`src/inc/capture_pkg.sv`:
```
package capture_pkg;

	// ---------------------------------------------------------------
	// Sizes and field positions
	// ---------------------------------------------------------------
	localparam int          SRC_COUNT   = 24;
	localparam int          SET_W       = 24;
	localparam int          ADDR_W      = 16;
	localparam int          WORD_W      = 24;
	localparam int          MOTOR_W     = 4;
	localparam int          LONG_BIT    = 23;   // Both X and Y as long
	localparam int          XSEL_BIT    = 22;   // X only when not long
	localparam logic [4:0]  SRC_LAST    = 5'h17;

	// ---------------------------------------------------------------
	// Buffer placement and host-visible offsets
	// ---------------------------------------------------------------
	localparam logic [15:0] DPRAM_BASE      = 16'hD240;
	localparam logic [15:0] HOST_BUF_OFS    = 16'h0900;
	localparam logic [15:0] HOST_STATUS_OFS = 16'h08FC;
	localparam logic [15:0] RAM_BASE        = 16'h4000;
	localparam logic [1:0]  MODE_RAM_STOP   = 2'h0;
	localparam logic [1:0]  MODE_RAM_WRAP   = 2'h1;
	localparam logic [1:0]  MODE_DPR_STOP   = 2'h2;
	localparam logic [1:0]  MODE_DPR_WRAP   = 2'h3;
	localparam int          MODE_WRAP_BIT   = 0;
	localparam int          MODE_DPR_BIT    = 1;

	// ---------------------------------------------------------------
	// Reset values and steps
	// ---------------------------------------------------------------
	localparam logic [23:0] SET_RESET   = 24'h000000;
	localparam logic [23:0] STEP_SHORT  = 24'h000001;
	localparam logic [23:0] STEP_LONG   = 24'h000002;
	localparam logic [23:0] CNT_ONE     = 24'h000001;

	// ---------------------------------------------------------------
	// Types
	// ---------------------------------------------------------------
	typedef enum logic [5:0] {
		S_IDLE = 6'h01,
		S_WAIT = 6'h02,
		S_SCAN = 6'h04,
		S_DATA = 6'h08,
		S_HALT = 6'h10,
		S_SPARE = 6'h20
	} cap_state_t;

	typedef struct packed {
		logic [ADDR_W-1:0]   addr;
		logic                long_word;
		logic [2*WORD_W-1:0] data;   // {X, Y}; short word in Y half
	} entry_t;

	typedef struct packed {
		cap_state_t                    st;
		logic [SRC_COUNT-1:0][SET_W-1:0] src;
		logic [23:0]                   size;
		logic [23:0]                   idx;
		logic [1:0]                    mode;
		logic                          running;
		logic [23:0]                   tick_cnt;
		logic [4:0]                    sel;
		logic [4:0]                    pick;
		logic                          mem_rd;
		logic [ADDR_W-1:0]             mem_addr;
		logic [1:0]                    mem_space;
		logic                          servo_copy;
		logic [MOTOR_W-1:0]            servo_motors;
		logic                          halted;
		logic                          v0;
		logic                          v1;
		entry_t                        e0;
		entry_t                        e1;
	} cap_reg_t;

endpackage

```
`src/core/capture_engine.sv`:
```
`timescale 1ns/1ps

// Operation
// - A 24-bit source mask enables source n+1 with bit n, bit 0 first.
// - Twenty-four source settings of 24 bits share one format.
// - The low 16 bits of a setting are the word address to sample.
// - With both top bits zero only the Y word is captured.
// - With top bit zero and next bit one only the X word is captured.
// - With the top bit set X and Y form one long word, next bit ignored.
// - Mode 0/1 place the buffer in RAM, 2/3 in dual-port RAM; odd wraps.
// - Dual-port buffers start at D240, host offset 0900, define sets size.
// - The buffer size is published in the Y half at host offset 08FC.
// - The index sits in the X half of 08FC; non-wrap halts at size.
// - Servo reporting copies servo data once per period while running.
// - With servo reporting off no copy happens and capture still works.
// - One sample every N servo ticks; N of zero samples once per start.
module capture_engine
	import capture_pkg::*;
(
	input  wire logic                clk,
	input  wire logic                reset,
	input  wire logic                servo_tick,
	input  wire logic [23:0]         capture_period,
	input  wire logic [23:0]         capture_source_mask,
	input  wire logic [1:0]          capture_buffer_mode,
	input  wire logic                servo_report_enable,
	input  wire logic [MOTOR_W-1:0]  reported_motor_count,
	input  wire logic                src_wr,
	input  wire logic [4:0]          src_idx,
	input  wire logic [SET_W-1:0]    src_data,
	input  wire logic                cmd_define,
	input  wire logic [23:0]         define_length,
	input  wire logic                cmd_start,
	input  wire logic                cmd_stop,
	output      logic                mem_rd_q,
	output      logic [ADDR_W-1:0]   mem_addr_q,
	output      logic [1:0]          mem_space_q,
	input  wire logic                mem_rd_valid,
	input  wire logic [2*WORD_W-1:0] mem_rd_data,
	output      logic                wr_valid_q,
	input  wire logic                wr_ready,
	output      logic [ADDR_W-1:0]   wr_addr_q,
	output      logic                wr_long_q,
	output      logic [2*WORD_W-1:0] wr_data_q,
	output      logic [23:0]         buffer_size_q,
	output      logic [23:0]         store_index_q,
	output      logic                halted_q,
	output      logic                servo_copy_q,
	output      logic [MOTOR_W-1:0]  servo_motors_q
);

	// ---------------------------------------------------------------
	// State registers
	// ---------------------------------------------------------------
	cap_reg_t r_q;
	cap_reg_t r_d;
	logic     push_c;
	logic     trig_c;
	logic     hit_c;
	logic [4:0] pick_c;
	entry_t   new_c;

	// Outputs straight from the state flops
	assign mem_rd_q       = r_q.mem_rd;
	assign mem_addr_q     = r_q.mem_addr;
	assign mem_space_q    = r_q.mem_space;
	assign wr_valid_q     = r_q.v0;
	assign wr_addr_q      = r_q.e0.addr;
	assign wr_long_q      = r_q.e0.long_word;
	assign wr_data_q      = r_q.e0.data;
	assign buffer_size_q  = r_q.size;
	assign store_index_q  = r_q.idx;
	assign halted_q       = r_q.halted;
	assign servo_copy_q   = r_q.servo_copy;
	assign servo_motors_q = r_q.servo_motors;

	// ---------------------------------------------------------------
	// Next-state logic
	// ---------------------------------------------------------------
	always_comb begin
		logic [23:0] step;
		logic        is_long;
		logic [15:0] base;
		r_d        = r_q;
		push_c     = 1'b0;
		trig_c     = 1'b0;
		hit_c      = 1'b0;
		pick_c     = 5'h00;
		new_c      = '0;
		step       = STEP_SHORT;
		is_long    = 1'b0;
		base       = RAM_BASE;
		r_d.mem_rd = 1'b0;
		r_d.servo_copy = 1'b0;

		// Setting writes, one source at a time
		if (src_wr && src_idx <= SRC_LAST) begin
			r_d.src[src_idx] = src_data;
		end

		// Drain side of the two-entry buffer
		if (wr_ready && r_q.v0) begin
			r_d.e0 = r_q.e1;
			r_d.v0 = r_q.v1;
			r_d.v1 = 1'b0;
		end

		// Lowest enabled source at or above the scan position
		for (int i = 0; i < SRC_COUNT; i++) begin
			if (!hit_c && i >= int'(r_q.sel) &&
			    capture_source_mask[i]) begin
				hit_c  = 1'b1;
				pick_c = 5'(i);
			end
		end

		// Sample trigger from start or from the period count
		if (cmd_start && (r_q.st == S_IDLE || r_q.st == S_WAIT)) begin
			r_d.running  = 1'b1;
			r_d.tick_cnt = SET_RESET;
			trig_c       = 1'b1;
		end else if (r_q.st == S_WAIT && r_q.running && servo_tick &&
		             capture_period != SET_RESET) begin
			if (r_q.tick_cnt + CNT_ONE >= capture_period) begin
				r_d.tick_cnt = SET_RESET;
				trig_c       = 1'b1;
			end else begin
				r_d.tick_cnt = r_q.tick_cnt + CNT_ONE;
			end
		end

		// Servo report once per period
		if (trig_c && servo_report_enable) begin
			r_d.servo_copy   = 1'b1;
			r_d.servo_motors = reported_motor_count;
		end

		case (r_q.st)
			S_IDLE: begin
				if (trig_c) begin
					r_d.st  = S_SCAN;
					r_d.sel = 5'h00;
				end
			end
			S_WAIT: begin
				if (!r_q.running || cmd_stop) begin
					r_d.running = 1'b0;
					r_d.st      = S_IDLE;
				end else if (trig_c) begin
					r_d.st  = S_SCAN;
					r_d.sel = 5'h00;
				end
			end
			S_SCAN: begin
				if (!hit_c) begin
					r_d.st = S_WAIT;                      // Sample done
				end else if (r_q.idx >= r_q.size &&
				             !r_q.mode[MODE_WRAP_BIT]) begin
					r_d.st     = S_HALT;
					r_d.halted = 1'b1;
				end else if (!r_q.v1) begin
					if (r_q.idx >= r_q.size) begin
						r_d.idx = SET_RESET;
					end
					r_d.pick      = pick_c;
					r_d.mem_rd    = 1'b1;
					r_d.mem_addr  = r_q.src[pick_c][ADDR_W-1:0];
					r_d.mem_space = r_q.src[pick_c][LONG_BIT:XSEL_BIT];
					r_d.st        = S_DATA;
				end
			end
			S_DATA: begin
				if (mem_rd_valid) begin
					is_long = r_q.mem_space[1];
					base    = r_q.mode[MODE_DPR_BIT] ? DPRAM_BASE
					                                  : RAM_BASE;
					new_c.addr      = base + r_q.idx[15:0];
					new_c.long_word = is_long;
					if (is_long) begin
						new_c.data = mem_rd_data;
					end else if (r_q.mem_space[0]) begin
						new_c.data = {{WORD_W{1'b0}},
						              mem_rd_data[2*WORD_W-1:WORD_W]};
					end else begin
						new_c.data = {{WORD_W{1'b0}},
						              mem_rd_data[WORD_W-1:0]};
					end
					step    = is_long ? STEP_LONG : STEP_SHORT;
					r_d.idx = r_q.idx + step;
					push_c  = 1'b1;
					r_d.sel = r_q.pick + 5'h01;
					r_d.st  = S_SCAN;
				end
			end
			S_HALT: begin
				r_d.halted = 1'b1;
			end
			default: begin
				r_d.st = S_IDLE;
			end
		endcase

		// Fill side of the two-entry buffer, after the drain
		if (push_c) begin
			if (!r_d.v0) begin
				r_d.e0 = new_c;
				r_d.v0 = 1'b1;
			end else begin
				r_d.e1 = new_c;
				r_d.v1 = 1'b1;
			end
		end

		// Stop request while a sample is in flight
		if (cmd_stop) begin
			r_d.running = 1'b0;
		end

		// Define resets the buffer and aborts capture
		if (cmd_define) begin
			r_d.size    = define_length;
			r_d.idx     = SET_RESET;
			r_d.mode    = capture_buffer_mode;
			r_d.running = 1'b0;
			r_d.halted  = 1'b0;
			r_d.st      = S_IDLE;
		end
	end

	// ---------------------------------------------------------------
	// Register stage
	// ---------------------------------------------------------------
	always_ff @(posedge clk or posedge reset) begin
		if (reset) begin
			r_q    <= '0;
			r_q.st <= S_IDLE;
		end else begin
			r_q <= r_d;
		end
	end

	// ---------------------------------------------------------------
	// Checks
	// ---------------------------------------------------------------
	AST_MASK_BIT:
	assert property (@(posedge clk) disable iff (reset)
		mem_rd_q |-> capture_source_mask[r_q.pick])
	else $error("read issued for a disabled source");

	AST_ADDR_LOW:
	assert property (@(posedge clk) disable iff (reset)
		mem_rd_q |-> mem_addr_q == r_q.src[r_q.pick][ADDR_W-1:0])
	else $error("read address differs from setting");

	AST_Y_ONLY:
	assert property (@(posedge clk) disable iff (reset)
		(push_c && r_q.mem_space == 2'h0) |=>
		(r_q.v1 ? r_q.e1.data : r_q.e0.data) ==
		{{WORD_W{1'b0}}, $past(mem_rd_data[WORD_W-1:0])})
	else $error("Y word not stored alone");

	AST_X_ONLY:
	assert property (@(posedge clk) disable iff (reset)
		(push_c && r_q.mem_space == 2'h1) |=>
		(r_q.v1 ? r_q.e1.data : r_q.e0.data) ==
		{{WORD_W{1'b0}}, $past(mem_rd_data[2*WORD_W-1:WORD_W])})
	else $error("X word not stored alone");

	AST_LONG_STEP:
	assert property (@(posedge clk) disable iff (reset)
		(push_c && r_q.mem_space[1] && !cmd_define) |=>
		store_index_q == $past(store_index_q) + STEP_LONG)
	else $error("long word did not advance index by two");

	AST_SHORT_STEP:
	assert property (@(posedge clk) disable iff (reset)
		(push_c && !r_q.mem_space[1] && !cmd_define) |=>
		store_index_q == $past(store_index_q) + STEP_SHORT)
	else $error("short word did not advance index by one");

	AST_DPR_BASE:
	assert property (@(posedge clk) disable iff (reset)
		(push_c && r_q.mode[MODE_DPR_BIT]) |->
		new_c.addr == DPRAM_BASE + store_index_q[15:0])
	else $error("dual-port entry not at its base");

	AST_SIZE_HOLD:
	assert property (@(posedge clk) disable iff (reset)
		!cmd_define |=> $stable(buffer_size_q))
	else $error("buffer size changed without define");

	AST_HALT_STOP:
	assert property (@(posedge clk) disable iff (reset)
		(r_q.st == S_SCAN && hit_c && !r_q.mode[MODE_WRAP_BIT] &&
		 store_index_q >= buffer_size_q && !cmd_define) |=>
		halted_q ##1 (halted_q || $past(cmd_define)))
	else $error("non-wrap buffer did not halt at its size");

	AST_SERVO_COPY:
	assert property (@(posedge clk) disable iff (reset)
		(trig_c && servo_report_enable) |=>
		servo_copy_q && servo_motors_q == $past(reported_motor_count))
	else $error("servo report missed a period");

	AST_SERVO_OFF:
	assert property (@(posedge clk) disable iff (reset)
		!servo_report_enable |=> !servo_copy_q)
	else $error("servo copy while reporting disabled");

	AST_ONE_SHOT:
	assert property (@(posedge clk) disable iff (reset)
		(r_q.st == S_WAIT && capture_period == SET_RESET &&
		 !cmd_start) |-> !trig_c)
	else $error("period zero retriggered without start");

	AST_NO_OVERFILL:
	assert property (@(posedge clk) disable iff (reset)
		(r_q.v0 && r_q.v1 && !wr_ready) |-> !push_c)
	else $error("buffer written while full");

	AST_MODE_HOLD:
	assert property (@(posedge clk) disable iff (reset)
		cmd_define |=> r_q.mode == $past(capture_buffer_mode))
	else $error("buffer mode not taken at define");

	AST_WRAP_ZERO:
	assert property (@(posedge clk) disable iff (reset)
		(r_q.st == S_SCAN && hit_c && r_q.mode[MODE_WRAP_BIT] &&
		 !r_q.v1 && store_index_q >= buffer_size_q && !cmd_define) |=>
		store_index_q == SET_RESET)
	else $error("wrapping buffer did not restart at zero");

	AST_START_SCAN:
	assert property (@(posedge clk) disable iff (reset)
		(cmd_start && r_q.st == S_IDLE && !cmd_define) |=> r_q.st == S_SCAN)
	else $error("start did not begin a sample");

	AST_HALT_NO_READ:
	assert property (@(posedge clk) disable iff (reset)
		halted_q |-> !mem_rd_q)
	else $error("read issued while halted");

endmodule

```
`config.mk`:
```
export PLATFORM = sky130hd
export DESIGN_NAME = capture_engine
export DESIGN_NICKNAME = d
export VERILOG_FILES = /design/src/inc/capture_pkg.sv /design/src/core/capture_engine.sv
export SDC_FILE = /design/constraint.sdc
export NUM_CORES = 2
export LEC_CHECK = 0
export BUFFER_PORTS_ARGS = -buffer_cell sky130_fd_sc_hd__buf_2
export CORE_ASPECT_RATIO = 1.25
export CORE_MARGIN = 2
export CORE_UTILIZATION = 30
export CTS_BUF_LIST = sky130_fd_sc_hd__clkbuf_4
export CTS_CLUSTER_DIAMETER = 80
export DETAILED_ROUTE_END_ITERATION = 7
export PLACE_DENSITY = 0.56
export SLEW_MARGIN = 25
export SYNTH_ARGS = -nofsm -noshare
export SYNTH_HDL_FRONTEND = slang
export SYNTH_SLANG_ARGS = --single-unit
```
`constraint.sdc`:
```
create_clock -name clk -period 24 [get_ports clk]
set_input_delay 1.2 -clock clk [delete_from_list [all_inputs] [get_ports clk]]
set_output_delay 1.2 -clock clk [all_outputs]
set_load 0.01 [all_outputs]
```
== After elaboration in Yosys (flattened, before gate mapping) ==
Index checks and enable logic that the tools add are counted.
Storage, ports and cells
  memories: 0
  input bits: 165
  output and inout port bits: 139
  register bits: 824
  logic and storage cells: 294
  latch bits: 0
  bits in read-only memories: 0
  RAM bits: 0
Operators by class
  eq/ne operators: 15
  shift-type cells: 0
  multipliers: 0
  bitwise operators: 2
  divide/modulo/power cells: 0
  reductions and logical operators: 94
  $add $sub $neg: 4
  muxes and demuxes: 103
  order comparisons: 30
Operator list (number)
  $bwmux 576: 1
  $mux 24: 11
  $mux 65: 4
  $mux 132: 1
  $mux 5: 26
  $bmux 24 s5: 1
  $demux 24 s5: 1
  $mux 19: 4
  $mux 67: 1
  $logic_and 1x1->1: 56
  $ge 24x24->1: 2
  $mux 48: 1
  $pmux 24 s2: 1
  $mux 6: 7
  $ge 4x5->1 const A: 8
  $ge 5x5->1 const A: 8
  $mux 1: 38
  $pmux 6 s5: 1
  $mux 27: 1
  $logic_not 1->1: 25
  $add 24x1->24 const B: 1
  $add 24x2->24: 1
  $reduce_bool 24->1: 1
  $ge 3x5->1 const A: 4
  other kinds (27): 43

== Depth between registers and ports, before layout ==
  depth in word-level cells: 101
  depth in mapped cells: 21
  mapped depth without buffers: 19

== Worst setup path before layout ==
No wires, ideal clock.
  path type: flip-flop to flip-flop
  start point: register r_q[167] (netlist name)
  end point: register r_q[169] (netlist name)
  arrival time: 3558 ps
  path buffers: 2
  path slack: 20360 ps
  setup time: 82 ps
  required time: 23918 ps
  stages on the path, launching flop included: 19
  period minus slack after synthesis: 3640 ps
  cell sequence: dfrtp_1 ha_1 nand3_1 nor2_1 nand3_1 nor2_1 nand2_1 nor2_1 xnor2_1 ha_1 a21o_1 a21oi_1 nand2_1 nor3_1 a31o_2 clkbuf_1 buf_1 a21oi_1 a31oi_1
On the way
  word-level cells in the longest chain between the ends: 5
Ends and longest elaborated chain
  start: declaration: RTL line capture_engine.sv:55  | cap_reg_t r_q;
  start signal: assignment: RTL line capture_engine.sv:238  | r_q <= r_d;
  $add 24x1->24 (*): RTL line capture_engine.sv:124, capture_engine.sv:128
  $ge 24x24->1: RTL line capture_engine.sv:124  | if (r_q.tick_cnt + CNT_ONE >= capture_period) begin
  $mux 24 (*): RTL line capture_engine.sv:124
  $mux 24 (*): RTL line capture_engine.sv:122  | end else if (r_q.st == S_WAIT && r_q.running && servo_tick &&
  $mux 24 (*): RTL line capture_engine.sv:118  | if (cmd_start && (r_q.st == S_IDLE || r_q.st == S_WAIT)) begin
Every way passes the cells marked *; elsewhere a longest branch is shown, timed or not. The select of a mux whose other input is x is not followed.
A chain may end at the register's enable or synchronous reset.

== Final worst setup path ==
  start point: register r_q[165] (netlist name)
  end point: register r_q (netlist bit mem_addr_q[7])
On the way
  word-level cells in the longest chain between the ends: 97
  elaborated cells between the ends (all ways): 144
  classes of those cells: 24 x order compare; 49 x mux; 71 x reduce/logical
Ends and longest elaborated chain
  $ge 1x5->1: RTL line capture_engine.sv:110  | if (!hit_c && i >= int'(r_q.sel) &&
  $logic_and 1x1->1: RTL line capture_engine.sv:110
  $mux 1: RTL line capture_engine.sv:110
  $logic_not 1->1: RTL line capture_engine.sv:110
  $logic_and 1x1->1 (2 in a row): RTL line capture_engine.sv:110
  $mux 1: RTL line capture_engine.sv:110
  $logic_not 1->1: RTL line capture_engine.sv:110
  $logic_and 1x1->1 (2 in a row): RTL line capture_engine.sv:110
  [77 not listed]
  $logic_not 1->1: RTL line capture_engine.sv:110
  $logic_and 1x1->1 (2 in a row): RTL line capture_engine.sv:110
  $mux 1: RTL line capture_engine.sv:110
  $logic_not 1->1: RTL line capture_engine.sv:110
  $logic_and 1x1->1 (2 in a row): RTL line capture_engine.sv:110
  $mux 5: RTL line capture_engine.sv:110
  $bmux 24 s5: RTL line capture_engine.sv:167  | r_d.mem_addr = r_q.src[pick_c][ADDR_W-1:0];
  $mux 24
Several ways; a longest one is shown, not always the timed one. The select of a mux whose other input is x is not followed.

==> reports/metrics.cfg <==
[timing]
rsz0062_at_grt=no
finalHoldViolations=0
tns_ps=0
finalClockSkew_ps=96.8
period_share=0.201
fin_crit_ps=4830
maxSlewViolCount=0
worst_slew_pin_slew_ps=1040
max_clock_freq_ghz=0.207
slew-limit-headroom=0.308
setup_violations=0

[clocking]
tritoncts=yes
clk_latency_ps=1140
cts_resized=0
htreeDepth=4
clk_path_buf_depth=3
postCtsHoldBufs=0
cts_root_buffer=clkbuf_4
clock_sinks=680
numCtsBuffers=183
post_cts.repair.setup_buffers=0
cts.clk_slew.worst_paths_ps=70

[die]
initial_core_util=0.301
fp.dieArea_um2=118000
die_h_um=383
fp-row-count=139
fp.coreArea_um2=114000
dieWidth_um=307
ios=304

[logic_synthesis]
synth_edf_count=0
yosysTopAreaCell=dfrtp_1
yosysTopAreaCellShare=0.492
ys_warn_count=0
ys_seq_area_frac=0.493
netlist-cell-type-count=86
synth_area_um2=34500
synthArstFlopShare=1.00
ys_top_cells_by_area=dfrtp_1, mux2_2, mux2i_1
avgSynthCellArea_um2=11.0
synth_nets=3362
yosys_register_bits=680
netlist_instances=3140
ys.flop_type=dfrtp_1

[grt]
grt_max_degree=171
grt_pass1_vias=24970
overflow=0
grt_pass1_wl_um=149000
antenna_found_initial=21
grtUsageTotal=0.163

[finish]
area_growth_syn_to_layout_pct=12.2
final_area_um2=38700
drive_above_1_share=0.340
fin_nets=3547
fill_cells=11781

[critical_path]
crit_path_end_kind=flop
cp_max_fo=51
cp-start-kind=flop
worst_ep_arrival_time_ps=5750
crit_type=reg -> reg
critPathRequiredTime_ps=24910

[placed_design]
port-buffer-count=297
dpl.hpwl_um=59500
gp_congestion=0.789
dpl_cell_area_um2=36400

[drt]
viasPerCell=4.98
drt_iter0_markers=1365
dr.pass1.iters=7
final_antenna_net_count=0
drcViolationCount=0
vias=24581
wire_per_inst_um=19.5
wirelength_um=96300

[flow_run]
cap_violations=0

[power_and_ir_drop]
worst_ir_drop_vdd_uv=49.6
power.leakage_nw=19.3
power-per-cell-area_nw_per_um2=72.4
power.total_mw=2.80

[worst_hold_path]
hp-class=in -> async

[outcome]
status=finished, final reports clean

-- sequential cells by signal, summed over array words and instances (netlist names) --
register and cells:
buffer_size_q 24, halted_q 1, mem_addr_q 16, mem_rd_q 1, mem_space_q 2, r_q 541
servo_copy_q 1, servo_motors_q 4, store_index_q 24, wr_addr_q 16, wr_data_q 48, wr_long_q 1
wr_valid_q 1
-- stage by stage --
stage                util  std cells  hold slack [ps]  setup slack, ps
floorplan               -       3140              445             3740
global placement    0.318       4619              459            18840
detailed placement  0.318       4619              462            18840
CTS                 0.338       4926              125            19220
global route        0.338       4935              157            18900
finish              0.338       4939              272            19170
-- metal layers --
layer,up-vias,global-route usage,share of wire
met5,-,0,0.0010
met4,14,0.0608,0.027
met3,183,0.0393,0.052
met2,603,0.273,0.49
met1,12312,0.203,0.43
li1,11469,-,-
-- where the power goes --
group          total (mW)  internal, mW  switching (mW)
registers            1.35          1.29          0.0682
clock network        1.03         0.519           0.510
logic               0.420         0.203           0.218
-- worst paths after layout --
path,start,cells after the start,slack [ps],to
max,r_q[165],11,19170,mem_addr_q[7]
max in group asynchronous,reset,4,21350,r_q[10]
max reg2reg,r_q[165],11,19170,mem_addr_q[7]
min,reset,2,270,servo_motors_q[2]
min reg2reg,r_q[27],2,470,r_q[27]
min in group clk,define_length[17],3,290,buffer_size_q[17]
-- cells by family after synthesis --
family	synth area share
simple gates	0.103
flops	0.493
buf+inv	0.0635
compound gates	0.0869
xor+xnor	0.0124
fa+ha+maj	0.0209
mux	0.220
other cells	0.000109
-- synthesized netlist by cell type, types with 7 or more instances --
cell type  number
buf_4         145
ha_1           56
nand3_1        82
and3_1         39
a211oi_1       23
a22o_1         15
inv_1          68
dfrtp_1       679
o21bai_1       10
a21oi_1       108
and2_1         15
buf_1           8
nor3b_1         9
a32oi_1        12
nand4_1        13
nor2_1        105
buf_2          42
mux2_2        490
o31ai_1         7
o22ai_1        25
nor3_1         28
xnor2_1        32
nor2b_1        12
a21o_1         12
a2111oi_0      11
a31oi_1        41
clkbuf_1      142
xor2_1         17
o21a_1          7
nand2_1       415
mux2i_1       206
nor4_1         12
o21ai_0       120
nand2b_1       12
a311oi_1       19
-- worst max-delay path: stages, from the launching register on --
cell,delay (ps)
dfrtp_1,640
nor3_1,500
a31oi_1,260
and3_4,260
nand4_2,160
o211a_4,670
buf_4,640
mux2i_1,250
mux2i_1,90
a32o_1,310
a2111oi_0,670
o21ai_0,150
-- final cells by class --
| cell class | count | area, µm² | area share |
|---|---|---|---|
| clock buffers | 272 | 2040 | 0.0528 |
| multi-input cells | 2047 | 15400 | 0.398 |
| repair buffers | 343 | 1860 | 0.0482 |
| clock inverters | 35 | 225 | 0.00582 |
| well taps | 1480 | 1850 | 0.0478 |
| flip-flops and latches | 680 | 17000 | 0.440 |
| diodes | 12 | 30.0 | 0.000776 |
| inverters | 70 | 270 | 0.00698 |
-- layout by cell type (no fill, tap or decap), drive strengths merged, types with 41 or more instances in the layout --
| master | synthesis | routed |
|---|---|---|
| dfrtp | 679 | 679 |
| mux2 | 490 | 490 |
| nand2 | 416 | 416 |
| buf | 201 | 343 |
| clkbuf | 142 | 272 |
| mux2i | 206 | 206 |
| o21ai | 121 | 121 |
| nor2 | 109 | 109 |
| a21oi | 108 | 108 |
| nand3 | 82 | 82 |
| inv | 70 | 77 |
| ha | 56 | 56 |
| a31oi | 41 | 41 |
Note: power is estimated with default switching activity, not from simulation.
